## src/pkg/pitch_quant_pkg.sv

```systemverilog
// Constants, types and shared arithmetic for the pointer pitch quantizer.
// Assumes pitches in semitone-and-fraction form: high byte note, low byte 1/256 semitone.
//
// Overview of operation
// Middle button rising edge advances mode, starts three
// Semitone pitch: add half semitone, clear low byte
// Left lamp red modes 0-1; right by bit0
// Buttons: left bit0, right bit1, middle bit2
// Key offset whole semitones, negative of root
// Pitch plus key modulo octave gives position
// Major mask membership; in-scale pitch kept
// Out-of-scale: step opposite the rounding direction
// Relative degree 0..11 per axis, scale degrees only
// Adaptive: left press, degree five counts fourths
// Adaptive: left press, degree eleven counts sevenths
// Right press counts same pair via Y
// Streak three shifts key seven or five
// Key reduced modulo octave after each shift
// Fixed mode: key zero, counters cleared
// Mode two semitone, mode three unquantized
// Left gate follows button one
// Left lamp lit by button one or three
// Released left button gives unquantized X pitch
// Right side mirrors with button two, Y
// Each update sends X, Y to converters
// Reset clears key, counters; mode to three
package pitch_quant_pkg;

  localparam logic [15:0] half_semitone   = 16'h0080;
  localparam logic [15:0] one_semitone    = 16'h0100;
  localparam logic [15:0] one_octave      = 16'h0c00;
  localparam logic [15:0] shift_subdom    = 16'h0700;
  localparam logic [15:0] shift_dominant  = 16'h0500;
  localparam logic [11:0] major_mask      = 12'had5;
  localparam logic [3:0]  degree_fourth   = 4'h5;
  localparam logic [3:0]  degree_seventh  = 4'hb;
  localparam logic [2:0]  streak_len      = 3'h3;
  localparam logic [1:0]  mode_reset      = 2'h3;
  localparam logic [15:0] key_reset       = 16'h0000;
  localparam int          btn_left_bit    = 0;
  localparam int          btn_right_bit   = 1;
  localparam int          btn_middle_bit  = 2;

  // Register port map, word addresses
  localparam logic [3:0]  addr_mode       = 4'h0;
  localparam logic [3:0]  addr_status     = 4'h4;
  localparam logic [3:0]  addr_degrees    = 4'h8;

  typedef enum logic [1:0] {
    mode_adaptive  = 2'b00,
    mode_fixed_key = 2'b01,
    mode_semitone  = 2'b10,
    mode_raw       = 2'b11
  } quant_mode_type;

  typedef struct packed {
    logic gate_left;
    logic gate_right;
    logic lamp_left_on;
    logic lamp_left_red;
    logic lamp_right_on;
    logic lamp_right_red;
  } panel_type;

  // Unsigned 16-bit remainder by one octave
  function automatic logic [15:0] octave_remainder(input logic [15:0] v);
    octave_remainder = v % one_octave;
  endfunction

  function automatic logic [15:0] semitone_round(input logic [15:0] v);
    logic [15:0] s;
    s = v + half_semitone;
    semitone_round = {s[15:8], 8'h00};
  endfunction

endpackage

```

## src/pointer_pitch_quantizer.sv

```systemverilog
// Top of the pointer pitch quantizer: mode counter, quantization paths, output stage
// and a small register port.
// Assumes buttons and coordinates come from same-clock logic, valid with update.
//
// Decided for this implementation: the register addresses and the strobed register port.
`timescale 1ns/10ps
`default_nettype none
module pointer_pitch_quantizer
  import pitch_quant_pkg::*;
(
  input  wire logic        clk,
  input  wire logic        rst_n,
  input  wire logic        update,
  input  wire logic [7:0]  buttons,
  input  wire logic [15:0] abs_x,
  input  wire logic [15:0] abs_y,
  input  wire logic [3:0]  reg_addr,
  input  wire logic [31:0] reg_wdata,
  input  wire logic        reg_wr,
  input  wire logic        reg_rd,
  output logic      [31:0] reg_rdata,
  output logic      [15:0] pitch_conv_one,
  output logic      [15:0] pitch_conv_two,
  output logic             conv_strobe,
  output logic             gate_left,
  output logic             gate_right,
  output logic             lamp_left_on,
  output logic             lamp_left_red,
  output logic             lamp_right_on,
  output logic             lamp_right_red
);

  //////////////////////////////////////////////////////////////////////////////
  // State

  logic [7:0]  prev_buttons_q;
  logic [7:0]  prev_buttons_d;
  logic [1:0]  mode_q;
  logic [1:0]  mode_d;
  logic [15:0] out_pitch_x_q;
  logic [15:0] out_pitch_x_d;
  logic [15:0] out_pitch_y_q;
  logic [15:0] out_pitch_y_d;
  logic        strobe_q;
  logic        strobe_d;
  panel_type   panel_q;
  panel_type   panel_d;
  logic [31:0] rdata_q;
  logic [31:0] rdata_d;
  logic [3:0]  rel_degree_x_q;
  logic [3:0]  rel_degree_x_d;
  logic [3:0]  rel_degree_y_q;
  logic [3:0]  rel_degree_y_d;

  //////////////////////////////////////////////////////////////////////////////
  // Button edges and mode

  logic        press_left;
  logic        press_right;
  logic        press_middle;
  logic [1:0]  mode_now;

  always_comb begin
    press_left   = update && buttons[btn_left_bit] && !prev_buttons_q[btn_left_bit];
    press_right  = update && buttons[btn_right_bit] && !prev_buttons_q[btn_right_bit];
    press_middle = update && buttons[btn_middle_bit] && !prev_buttons_q[btn_middle_bit];
    prev_buttons_d = update ? buttons : prev_buttons_q;
    mode_d = mode_q;
    if (reg_wr && reg_addr == addr_mode) begin
      mode_d = reg_wdata[1:0];
    end
    // A middle click in the same cycle as a software write still counts
    if (press_middle) begin
      mode_d = mode_d + 2'h1;
    end
    // The new mode already governs the report that changed it
    mode_now = press_middle ? mode_q + 2'h1 : mode_q;
  end

  //////////////////////////////////////////////////////////////////////////////
  // Quantization paths

  logic [15:0] semi_x;
  logic [15:0] semi_y;
  logic [15:0] key_q;
  logic [15:0] key_used;
  logic [2:0]  fourths_q;
  logic [2:0]  sevenths_q;
  logic [15:0] snap_x;
  logic [15:0] snap_y;
  logic [3:0]  degree_x;
  logic [3:0]  degree_y;

  always_comb begin
    semi_x = semitone_round(abs_x);
    semi_y = semitone_round(abs_y);
    // Fixed-key mode quantizes against a zero key in this same pass
    key_used = (mode_now == mode_fixed_key) ? key_reset : key_q;
  end

  scale_snap snap_x_i (
    .semi_pitch (semi_x),
    .raw_pitch  (abs_x),
    .key        (key_used),
    .snapped    (snap_x),
    .rel_degree (degree_x)
  );

  scale_snap snap_y_i (
    .semi_pitch (semi_y),
    .raw_pitch  (abs_y),
    .key        (key_used),
    .snapped    (snap_y),
    .rel_degree (degree_y)
  );

  streak_key streak_i (
    .clk         (clk),
    .rst_n       (rst_n),
    .update      (update),
    .mode        (mode_now),
    .press_left  (press_left),
    .press_right (press_right),
    .degree_x    (degree_x),
    .degree_y    (degree_y),
    .key_q       (key_q),
    .fourths_q   (fourths_q),
    .sevenths_q  (sevenths_q)
  );

  //////////////////////////////////////////////////////////////////////////////
  // Output stage

  always_comb begin
    out_pitch_x_d  = out_pitch_x_q;
    out_pitch_y_d  = out_pitch_y_q;
    rel_degree_x_d = rel_degree_x_q;
    rel_degree_y_d = rel_degree_y_q;
    panel_d        = panel_q;
    strobe_d       = update;
    if (update) begin
      case (mode_now)
        mode_adaptive, mode_fixed_key: begin
          out_pitch_x_d = snap_x;
          out_pitch_y_d = snap_y;
        end
        mode_semitone: begin
          out_pitch_x_d = semi_x;
          out_pitch_y_d = semi_y;
        end
        default: begin
          out_pitch_x_d = abs_x;
          out_pitch_y_d = abs_y;
        end
      endcase
      // Released buttons give the raw glide whatever the mode
      if (!buttons[btn_left_bit]) begin
        out_pitch_x_d = abs_x;
      end
      if (!buttons[btn_right_bit]) begin
        out_pitch_y_d = abs_y;
      end
      rel_degree_x_d        = degree_x;
      rel_degree_y_d        = degree_y;
      panel_d.lamp_left_red  = !mode_now[1];
      panel_d.lamp_right_red = !mode_now[0];
      panel_d.gate_left      = buttons[btn_left_bit];
      panel_d.gate_right     = buttons[btn_right_bit];
      panel_d.lamp_left_on   = buttons[btn_left_bit] | buttons[btn_middle_bit];
      panel_d.lamp_right_on  = buttons[btn_right_bit];
    end
  end

  //////////////////////////////////////////////////////////////////////////////
  // Register port

  always_comb begin
    rdata_d = 32'h0000_0000;
    if (reg_rd) begin
      if (reg_addr == addr_mode) begin
        rdata_d = {30'h0, mode_q};
      end else if (reg_addr == addr_status) begin
        rdata_d = {8'h00, 1'b0, sevenths_q, 1'b0, fourths_q, key_q};
      end else if (reg_addr == addr_degrees) begin
        rdata_d = {16'h0000, 4'h0, rel_degree_y_q, 4'h0, rel_degree_x_q};
      end else begin
        rdata_d = 32'h0000_0000;
      end
    end
  end

  //////////////////////////////////////////////////////////////////////////////
  // Registers

  always_ff @(posedge clk) begin
    if (!rst_n) begin
      prev_buttons_q <= 8'h00;
      mode_q         <= mode_reset;
      out_pitch_x_q  <= 16'h0000;
      out_pitch_y_q  <= 16'h0000;
      rel_degree_x_q <= 4'h0;
      rel_degree_y_q <= 4'h0;
      strobe_q       <= 1'b0;
      panel_q        <= '0;
      rdata_q        <= 32'h0000_0000;
    end else begin
      prev_buttons_q <= prev_buttons_d;
      mode_q         <= mode_d;
      out_pitch_x_q  <= out_pitch_x_d;
      out_pitch_y_q  <= out_pitch_y_d;
      rel_degree_x_q <= rel_degree_x_d;
      rel_degree_y_q <= rel_degree_y_d;
      strobe_q       <= strobe_d;
      panel_q        <= panel_d;
      rdata_q        <= rdata_d;
    end
  end

  always_comb begin
    pitch_conv_one = out_pitch_x_q;
    pitch_conv_two = out_pitch_y_q;
    conv_strobe    = strobe_q;
    gate_left      = panel_q.gate_left;
    gate_right     = panel_q.gate_right;
    lamp_left_on   = panel_q.lamp_left_on;
    lamp_left_red  = panel_q.lamp_left_red;
    lamp_right_on  = panel_q.lamp_right_on;
    lamp_right_red = panel_q.lamp_right_red;
    reg_rdata      = rdata_q;
  end

endmodule
`default_nettype wire

```

## src/scale_snap.sv

```systemverilog
// Snaps a semitone-rounded pitch onto the major scale of the given key.
// Assumes a purely combinational context; the caller registers the result.
`timescale 1ns/10ps
`default_nettype none
module scale_snap
  import pitch_quant_pkg::*;
(
  input  wire logic [15:0] semi_pitch,
  input  wire logic [15:0] raw_pitch,
  input  wire logic [15:0] key,
  output logic      [15:0] snapped,
  output logic      [3:0]  rel_degree
);

  logic [15:0] pos_word;
  logic [3:0]  pos;

  always_comb begin
    pos_word = octave_remainder(semi_pitch + key);
    pos      = pos_word[11:8];
    // The mask is stored root-last: bit 11 answers for the root, so degree i reads bit 11-i.
    // Read the other way round the set would hold degree 6 and lose degree 5.
    if (major_mask[4'hb - pos]) begin
      snapped    = semi_pitch;
      rel_degree = pos;
    end else if (semi_pitch > raw_pitch) begin
      // Rounded up, so step back down
      snapped    = semi_pitch - one_semitone;
      rel_degree = (pos == 4'h0) ? 4'hb : pos - 4'h1;
    end else begin
      // Every off-scale note has scale neighbours, so one step suffices
      snapped    = semi_pitch + one_semitone;
      rel_degree = (pos == 4'hb) ? 4'h0 : pos + 4'h1;
    end
  end

endmodule
`default_nettype wire

```

## src/streak_key.sv

```systemverilog
// Fourths and sevenths streak counters and the adaptive key offset.
// Assumes new-press flags and degrees are valid in the update cycle.
`timescale 1ns/10ps
`default_nettype none
module streak_key
  import pitch_quant_pkg::*;
(
  input  wire logic        clk,
  input  wire logic        rst_n,
  input  wire logic        update,
  input  wire logic [1:0]  mode,
  input  wire logic        press_left,
  input  wire logic        press_right,
  input  wire logic [3:0]  degree_x,
  input  wire logic [3:0]  degree_y,
  output logic      [15:0] key_q,
  output logic      [2:0]  fourths_q,
  output logic      [2:0]  sevenths_q
);

  logic [15:0] key_d;
  logic [2:0]  fourths_d;
  logic [2:0]  sevenths_d;

  always_comb begin
    key_d      = key_q;
    fourths_d  = fourths_q;
    sevenths_d = sevenths_q;
    if (update && mode == mode_adaptive) begin
      // X press counted before Y press, one shared pair
      if (press_left && degree_x == degree_fourth) begin
        fourths_d  = fourths_d + 3'h1;
        sevenths_d = 3'h0;
      end else if (press_left && degree_x == degree_seventh) begin
        sevenths_d = sevenths_d + 3'h1;
        fourths_d  = 3'h0;
      end
      if (press_right && degree_y == degree_fourth) begin
        fourths_d  = fourths_d + 3'h1;
        sevenths_d = 3'h0;
      end else if (press_right && degree_y == degree_seventh) begin
        sevenths_d = sevenths_d + 3'h1;
        fourths_d  = 3'h0;
      end
      if (fourths_d >= streak_len) begin
        key_d      = octave_remainder(key_q + shift_subdom);
        fourths_d  = 3'h0;
        sevenths_d = 3'h0;
      end else if (sevenths_d >= streak_len) begin
        key_d      = octave_remainder(key_q + shift_dominant);
        fourths_d  = 3'h0;
        sevenths_d = 3'h0;
      end
    end else if (update && mode == mode_fixed_key) begin
      key_d      = key_reset;
      fourths_d  = 3'h0;
      sevenths_d = 3'h0;
    end
  end

  always_ff @(posedge clk) begin
    if (!rst_n) begin
      key_q      <= key_reset;
      fourths_q  <= 3'h0;
      sevenths_q <= 3'h0;
    end else begin
      key_q      <= key_d;
      fourths_q  <= fourths_d;
      sevenths_q <= sevenths_d;
    end
  end

endmodule
`default_nettype wire

```

## config.mk

```make
export PLATFORM = sky130hd
export DESIGN_NAME = pointer_pitch_quantizer
export DESIGN_NICKNAME = d
export VERILOG_FILES = /design/src/pkg/pitch_quant_pkg.sv /design/src/pointer_pitch_quantizer.sv /design/src/scale_snap.sv /design/src/streak_key.sv
export SDC_FILE = /design/constraint.sdc
export NUM_CORES = 1
export LEC_CHECK = 0
export ABC_AREA = 1
export BUFFER_PORTS_ARGS = -buffer_cell sky130_fd_sc_hd__buf_4
export CORE_ASPECT_RATIO = 0.75
export CORE_MARGIN = 2
export CORE_UTILIZATION = 45
export DETAILED_ROUTE_END_ITERATION = 10
export PLACE_DENSITY_LB_ADDON = 0.25
export SYNTH_ARGS = -nofsm -noshare
export SYNTH_HDL_FRONTEND = slang
export SYNTH_SLANG_ARGS = --single-unit
```

## constraint.sdc

```tcl
create_clock -name clk -period 13.68 [get_ports clk]
set_input_delay 4.104 -clock clk [delete_from_list [all_inputs] [get_ports clk]]
set_output_delay 4.104 -clock clk [all_outputs]
set_load 0.005 [all_outputs]
```

==> results.md, run 1 <==
- CTS buffer count: 9
- Pwr dens: 98.6 mW/mm^2
- WP data required: 13.96 ns
- Cells after Synth: 1,170
- Routed len/inst: 14.7 um
- Worst hold path endpoint: reg_rdata[4]$_SDFF_PP0_
- Seq/Total Area, Yosys: 23.7%
- IO Count: 152
- Synth Cell Area: 0.00761 sq mm
- Slowest stage cell, crit path: a211o_1
- Clk buf depth: 2
- Predominant post-synthesis flop cell: dfxtp_1
- Crit path top cell by count: nand2_1
- Hold Crit Class: reg -> reg
- Largest net degree at the start of global routing: 46
- Via density: 5.28
- Clock Latency Late Sink: 0.35 ns
- Initial drt markers: 632
- Unrepaired setup endpoints after global routing: false
- Met1 usage: 34.7%
- Fin area: 0.00880 sq mm
- CTS resizes: 0
- HPWL after DPL: 17,000 um
- H-tree depth: 3
- Die Wd: 154 um
- Placed Area: 0.00849 sq mm
- Top fanout value on the critical path: 12
- Final hold vios: 0
- Clock Pin Slew Worst Setup and Hold Paths: 0.07 ns
- M2 GR Usage: 36.8%
- Max IR drop VDD: 0.0000666 V
- Final Setup Violations: 0
- Placed cell count: 1,459
- GRT busiest layer: met2
- Share of post-route cells with drive strength above 1: 18.4%
- Synth cell types: 52
- Clock root buffer: clkbuf_16
- Start point of the worst hold path: streak_i.key_q[4]$_SDFFE_PN0P_
- Worst r2r src: mode_q[0]$_SDFF_PN1_
- Total die area: 0.0180 sq mm
- R2R setup slack: 4.63 ns
- Max Slew Vio Count: 0
- Syn avg cell area: 6.50 sq um
- Routed Antenna Nets: 0
- Setup TNS: 0 ns
- Area Growth Syn to Fin: 15.6%
- Initial antenna violation count: 0
- Crit path arrival time: 12.87 ns
- First-pass DRT Iterations: 6
- Outcome: finished, final reports clean
- R2R cell count: 65
- Fraction of registers with async set/reset: 0%
- EDFF count, synth: 0
- Lkg Pwr: 0.00455 uW
- DRC viols: 0
- Worst rel slew slack: 60.6%
- Non-filler cells, final: 1,475
- Total Nets Final: 1,386
- CORE AREA: 0.0167 sq mm
- MaxCap Viol Count: 0
- Met3 Use GR: 6.68%
- Place WS: 0.840 ns
- Post-route setup slack: 1.09 ns
- Total Power: 867 uW
- Initial core utilization: 45.6%
- Number of port buffers: 106
- Reg-to-Reg End: streak_i.key_q[11]$_SDFFE_PN0P_
- Synth warn: 0
- TritonCTS clock tree: built
- Critical path's largest stage delay: 0.34 ns
- Number of setup buffers added after CTS: 0
- GRT Total Usage: 24.2%
- Die span in y: 117 um
- Tmin final: 12.59 ns
- CTS Hold Buffers Added: 0
- Setup Skew: 0.00796 ns
- Gp weighted congestion: 0.932
- Slew @ Worst Pin: 0.590 ns
- Vias: 7,792
- Detailed Route WL: 21,700 um
- Row Count: 41
- Vias in the first global route: 6,836
- Achievable Freq: 79.4 MHz
- WS Path Type: in -> reg
- Global-route wire length before repair: 34,700 um
- Hold Path Depth: 2
- Startpoint Class: input pin
- Critical Path End Type: flip-flop
- Period utilisation layout: 92.1%
- CTS sink count: 90
- Ant diodes: 0
- Yosys reg bits: 90
- Total global routing overflow: 0
## worst max path at each step
stage                    from                         endpoint  slack [ns]  cells past startpoint
floorplan           abs_x[10]  streak_i.key_q[11]$_SDFFE_PN0P_        2.47                     65
global placement     abs_x[7]  streak_i.key_q[11]$_SDFFE_PN0P_        0.92                     64
detailed placement   abs_x[7]  streak_i.key_q[11]$_SDFFE_PN0P_        0.84                     66
CTS                  abs_x[7]  streak_i.key_q[11]$_SDFFE_PN0P_        1.15                     66
global route         abs_x[7]  streak_i.key_q[11]$_SDFFE_PN0P_        0.03                     64
finish               abs_x[7]  streak_i.key_q[11]$_SDFFE_PN0P_        1.09                     67
## registers in the layout, summed over array words and instances, names as in the netlist, 2 cells and up
register	count
rel_degree_x_q	4
pitch_conv_two	16
prev_buttons_q	3
mode_q	2
reg_rdata	22
pitch_conv_one	16
rel_degree_y_q	4
streak_i.key_q	13
streak_i.sevenths_q	3
streak_i.fourths_q	3
## area by class of cell
class                           instances  area (sq um)
Tap cell                              215           269
Inverter                              190           714
Sequential cell                        90          1800
Multi-Input combinational cell        854          4880
Clock buffer                           10           229
Timing Repair Buffer                  110           826
Clock inverter                          6          78.8
Fill cell                            1663          7880
## cells by family after synthesis
family,Yosys count,share of synthesized area (%)
AOI/OAI and AO/OA,215,15.9
xor gates and xnor gates,29,3.34
adders and majority gates,50,8.52
buffers and inverters,235,12.7
DFF,90,23.7
other,1,0.0493
and+or+nand+nor,550,35.8
## synth_stat cells, types with 2 or more instances
| master | instances | area (sq um) |
|---|---|---|
| and2_1 | 3 | 18.8 |
| nand3_4 | 4 | 70.1 |
| o311ai_0 | 2 | 17.5 |
| nor3_1 | 16 | 80.1 |
| o21bai_1 | 5 | 37.5 |
| xor2_1 | 22 | 193 |
| o211ai_1 | 15 | 113 |
| a21oi_2 | 4 | 35.0 |
| nor3_2 | 4 | 40.0 |
| nor2_2 | 11 | 68.8 |
| o31ai_1 | 2 | 15.0 |
| o22ai_1 | 12 | 75.1 |
| buf_4 | 13 | 97.6 |
| a21boi_0 | 2 | 15.0 |
| xnor2_1 | 7 | 61.3 |
| nand2_2 | 41 | 257 |
| nand3_1 | 102 | 510 |
| nand4_1 | 22 | 138 |
| or2_2 | 6 | 37.5 |
| fa_1 | 3 | 60.1 |
| ha_1 | 47 | 588 |
| inv_2 | 7 | 26.3 |
| o21ai_0 | 60 | 300 |
| nand2_1 | 231 | 867 |
| nand2_4 | 8 | 90.1 |
| nand3b_1 | 3 | 22.5 |
| nor2_1 | 74 | 278 |
| inv_1 | 182 | 683 |
| a31oi_1 | 2 | 12.5 |
| nor4_1 | 4 | 25.0 |
| nand3_2 | 12 | 120 |
| clkbuf_1 | 28 | 105 |
| a21oi_1 | 102 | 510 |
| o221ai_1 | 2 | 17.5 |
| buf_6 | 2 | 22.5 |
| dfxtp_1 | 90 | 1800 |
| nor2_4 | 5 | 56.3 |
## power breakdown
group / switching [uW] / internal [uW]
Sequential: 7.48 / 276
Clock: 116 / 144
Combinational: 218 / 105
## worst max-delay path, delay by kind of cell
family / cells / cell delay, ns
AOI/OAI and AO/OA: 7 / 1.27
and+or+nand+nor: 38 / 4.37
adders and majority gates: 5 / 1.24
xor gates and xnor gates: 2 / 0.47
buffers and inverters: 15 / 1.39
## per-stage QoR
stage / hold slack [ns] / utilization (%)
2_1_floorplan: 0.409 / -
3_3_place_gp: 0.419 / 50.9
3_5_place_dp: 0.420 / 50.9
4_1_cts: 0.431 / 52.8
5_1_grt: 0.451 / 52.8
6_report: 0.429 / 52.8
## cell usage in the layout (no fill, tap or decap), types with 10 or more instances in the layout
cell and instances:
nand4_1 22, nand3_1 102, dfxtp_1 90, nand2_1 231, nand3_2 12, nor2_1 74
o211ai_1 15, o21ai_0 60, a21oi_1 102, o22ai_1 12, nor2_2 11, xor2_1 22
buf_4 110, nor3_1 16, ha_1 47, nand2_2 41, inv_1 182, conb_1 10
## per-layer routing
metal	wire (um)	share of wire (%)
met1	10700	49
met2	8830	41
met3	1920	8.9
met4	294	1.4
met5	0	0
Note: power is estimated with default switching activity, not from simulation.
==> run 2: changes to the inputs <==
--- a/config.mk
+++ b/config.mk
@@ -7,7 +7,7 @@
 export LEC_CHECK = 0
 export ABC_AREA = 1
 export BUFFER_PORTS_ARGS = -buffer_cell sky130_fd_sc_hd__buf_4
-export CORE_ASPECT_RATIO = 0.75
+export CAP_MARGIN = 0
 export CORE_MARGIN = 2
 export CORE_UTILIZATION = 45
 export DETAILED_ROUTE_END_ITERATION = 10
==> run 2 against run 1 <==
Against the previous run: sequential share of layout area about the same; count of clock-buffer cells in the layout decreased by 1; via count decreased by 1.6%; global-route usage decreased by 0.99 points; combinational power about the same; clock power about the same; setup slack improved by 0.13 ns; critical endpoint is now streak_i.key_q[10]$_SDFFE_PN0P_; register-to-register slack improved by 0.16 ns; non-clock buffer count unchanged; wire length decreased by 4.7%; maximum frequency increased by 1.0%; hold slack improved by 0.0038 ns.
==> results.md, run 2 (synthesis gave the netlist of run 1 again) <==
- Max reg flops: 22
- CTS buffer count: 9
- Post-route setup slack: 1.21 ns
- Max IR drop VDD: 0.0000639 V
- Fin area: 0.00880 sq mm
- Largest net degree at the start of global routing: 47
- Worst rel slew slack: 61.9%
- Ant diodes: 0
- Slew @ Worst Pin: 0.570 ns
- Clock Latency Late Sink: 0.36 ns
- Global-route wire length before repair: 34,000 um
- Initial core utilization: 45.9%
- Slowest stage cell, crit path: a211o_1
- Share of post-route cells with drive strength above 1: 18.6%
- Hold Crit Class: reg -> reg
- Total Power: 861 uW
- Final hold vios: 0
- Initial antenna violation count: 0
- Placed Area: 0.00849 sq mm
- Detailed Route WL: 20,700 um
- Die span in y: 134 um
- CTS sink count: 90
- Pwr dens: 97.9 mW/mm^2
- Routed Antenna Nets: 0
- Clock root buffer: clkbuf_16
- Critical path's largest stage delay: 0.34 ns
- Routed len/inst: 14.0 um
- CORE AREA: 0.0166 sq mm
- Top fanout value on the critical path: 12
- H-tree depth: 3
- Row Count: 47
- Number of port buffers: 106
- Vias: 7,670
- Critical Path End Type: flip-flop
- Period utilisation layout: 91.1%
- Area Growth Syn to Fin: 15.6%
- Setup Skew: 0.0106 ns
- Commonest cells after routing, fill and taps aside: 231 x nand2_1, 182 x inv_1, 110 x buf_4, 102 x a21oi_1, 102 x nand3_1
- Crit path top cell by count: nand2_1
- Place WS: 0.905 ns
- Lkg Pwr: 0.00456 uW
- CTS Hold Buffers Added: 0
- Clock Pin Slew Worst Setup and Hold Paths: 0.08 ns
- WP data required: 13.98 ns
- Number of setup buffers added after CTS: 0
- TritonCTS clock tree: built
- Total Nets Final: 1,386
- Max Slew Vio Count: 0
- Final Setup Violations: 0
- Fillers: 1,721
- Commonest non-fill, non-tap cell in the layout: nand2_1
- Total die area: 0.0180 sq mm
- Achievable Freq: 80.2 MHz
- Total global routing overflow: 0
- MaxCap Viol Count: 0
- Tmin final: 12.47 ns
- Clk buf depth: 2
- HPWL after DPL: 16,200 um
- First-pass DRT Iterations: 5
- Vias in the first global route: 7,060
- GRT Total Usage: 23.3%
- Via density: 5.18
- Outcome: finished, final reports clean
- WS Path Type: in -> reg
- Crit path arrival time: 12.77 ns
- IO Count: 152
- Unrepaired setup endpoints after global routing: false
- Setup TNS: 0 ns
- Gp weighted congestion: 0.887
- Initial drt markers: 522
- Die Wd: 134 um
- DRC viols: 0
- Startpoint Class: input pin
run 2: cell types whose count changed in the layout (fill, tap and decap cells not counted), sizes merged:
cell	previous run	this run
clkbuf	10	9
bufinv	1	0
inv	189	193
clkinvlp	2	0
run 2: cell type report:
type                    instances  area [sq um]  share of cell area (%)
inverters                     190           714                    8.12
well taps                     220           275                    3.13
repair buffers                110           826                    9.39
multi-input cells             854          4880                    55.5
clock inverters                 7          76.3                   0.867
clock buffers                   9           225                    2.56
flip-flops and latches         90          1800                    20.5
run 2: path summary, 6_finish.rpt:
check                                               startpoint                         endpoint  slack (ns)  depth (start not counted)
worst max-delay path                                  abs_x[7]  streak_i.key_q[10]$_SDFFE_PN0P_        1.21                         65
worst min-delay path            streak_i.key_q[7]$_SDFFE_PN0P_          reg_rdata[7]$_SDFF_PP0_        0.43                          2
worst min register to register  streak_i.key_q[7]$_SDFFE_PN0P_          reg_rdata[7]$_SDFF_PP0_        0.43                          2
worst max register to register            mode_q[0]$_SDFF_PN1_  streak_i.key_q[10]$_SDFFE_PN0P_        4.79                         63
run 2: report_power, final:
group	switching, uW	internal [uW]
registers	7.62	276
clock network	127	130
logic	215	105
run 2: what timing repair did:
action                                  4_1_cts  5_1_grt
gates resized for setup                       0        1
endpoints found under the setup margin        0        1
hold endpoints to repair                      0        0
run 2: critical path: cells and delay by family:
| kind | cells | cell delay [ns] |
|---|---|---|
| XOR/XNOR | 3 | 0.75 |
| AO/OA/AOI/OAI | 5 | 0.97 |
| buffers and inverters | 13 | 1.19 |
| AND/OR/NAND/NOR | 39 | 4.43 |
| adder cells (fa/ha/maj) | 5 | 1.28 |
run 2: routing by layer:
metal  part of all wire [%]  vias to the layer above  track usage [%]
li1                       -                     3967                -
met1                     48                     3413             32.1
met2                     42                      250             36.3
met3                    6.9                       40             4.61
met4                    2.8                        0             8.07
met5                      0                        -                0
run 2: through the flow:
stage | util [%] | cells | hold slack [ns]
after floorplan | - | 1179 | 0.409
after global placement | 51.2 | 1464 | 0.418
after detailed placement | 51.2 | 1464 | 0.419
after CTS | 53.0 | 1480 | 0.434
after global routing | 53.1 | 1480 | 0.453
final | 53.1 | 1480 | 0.433
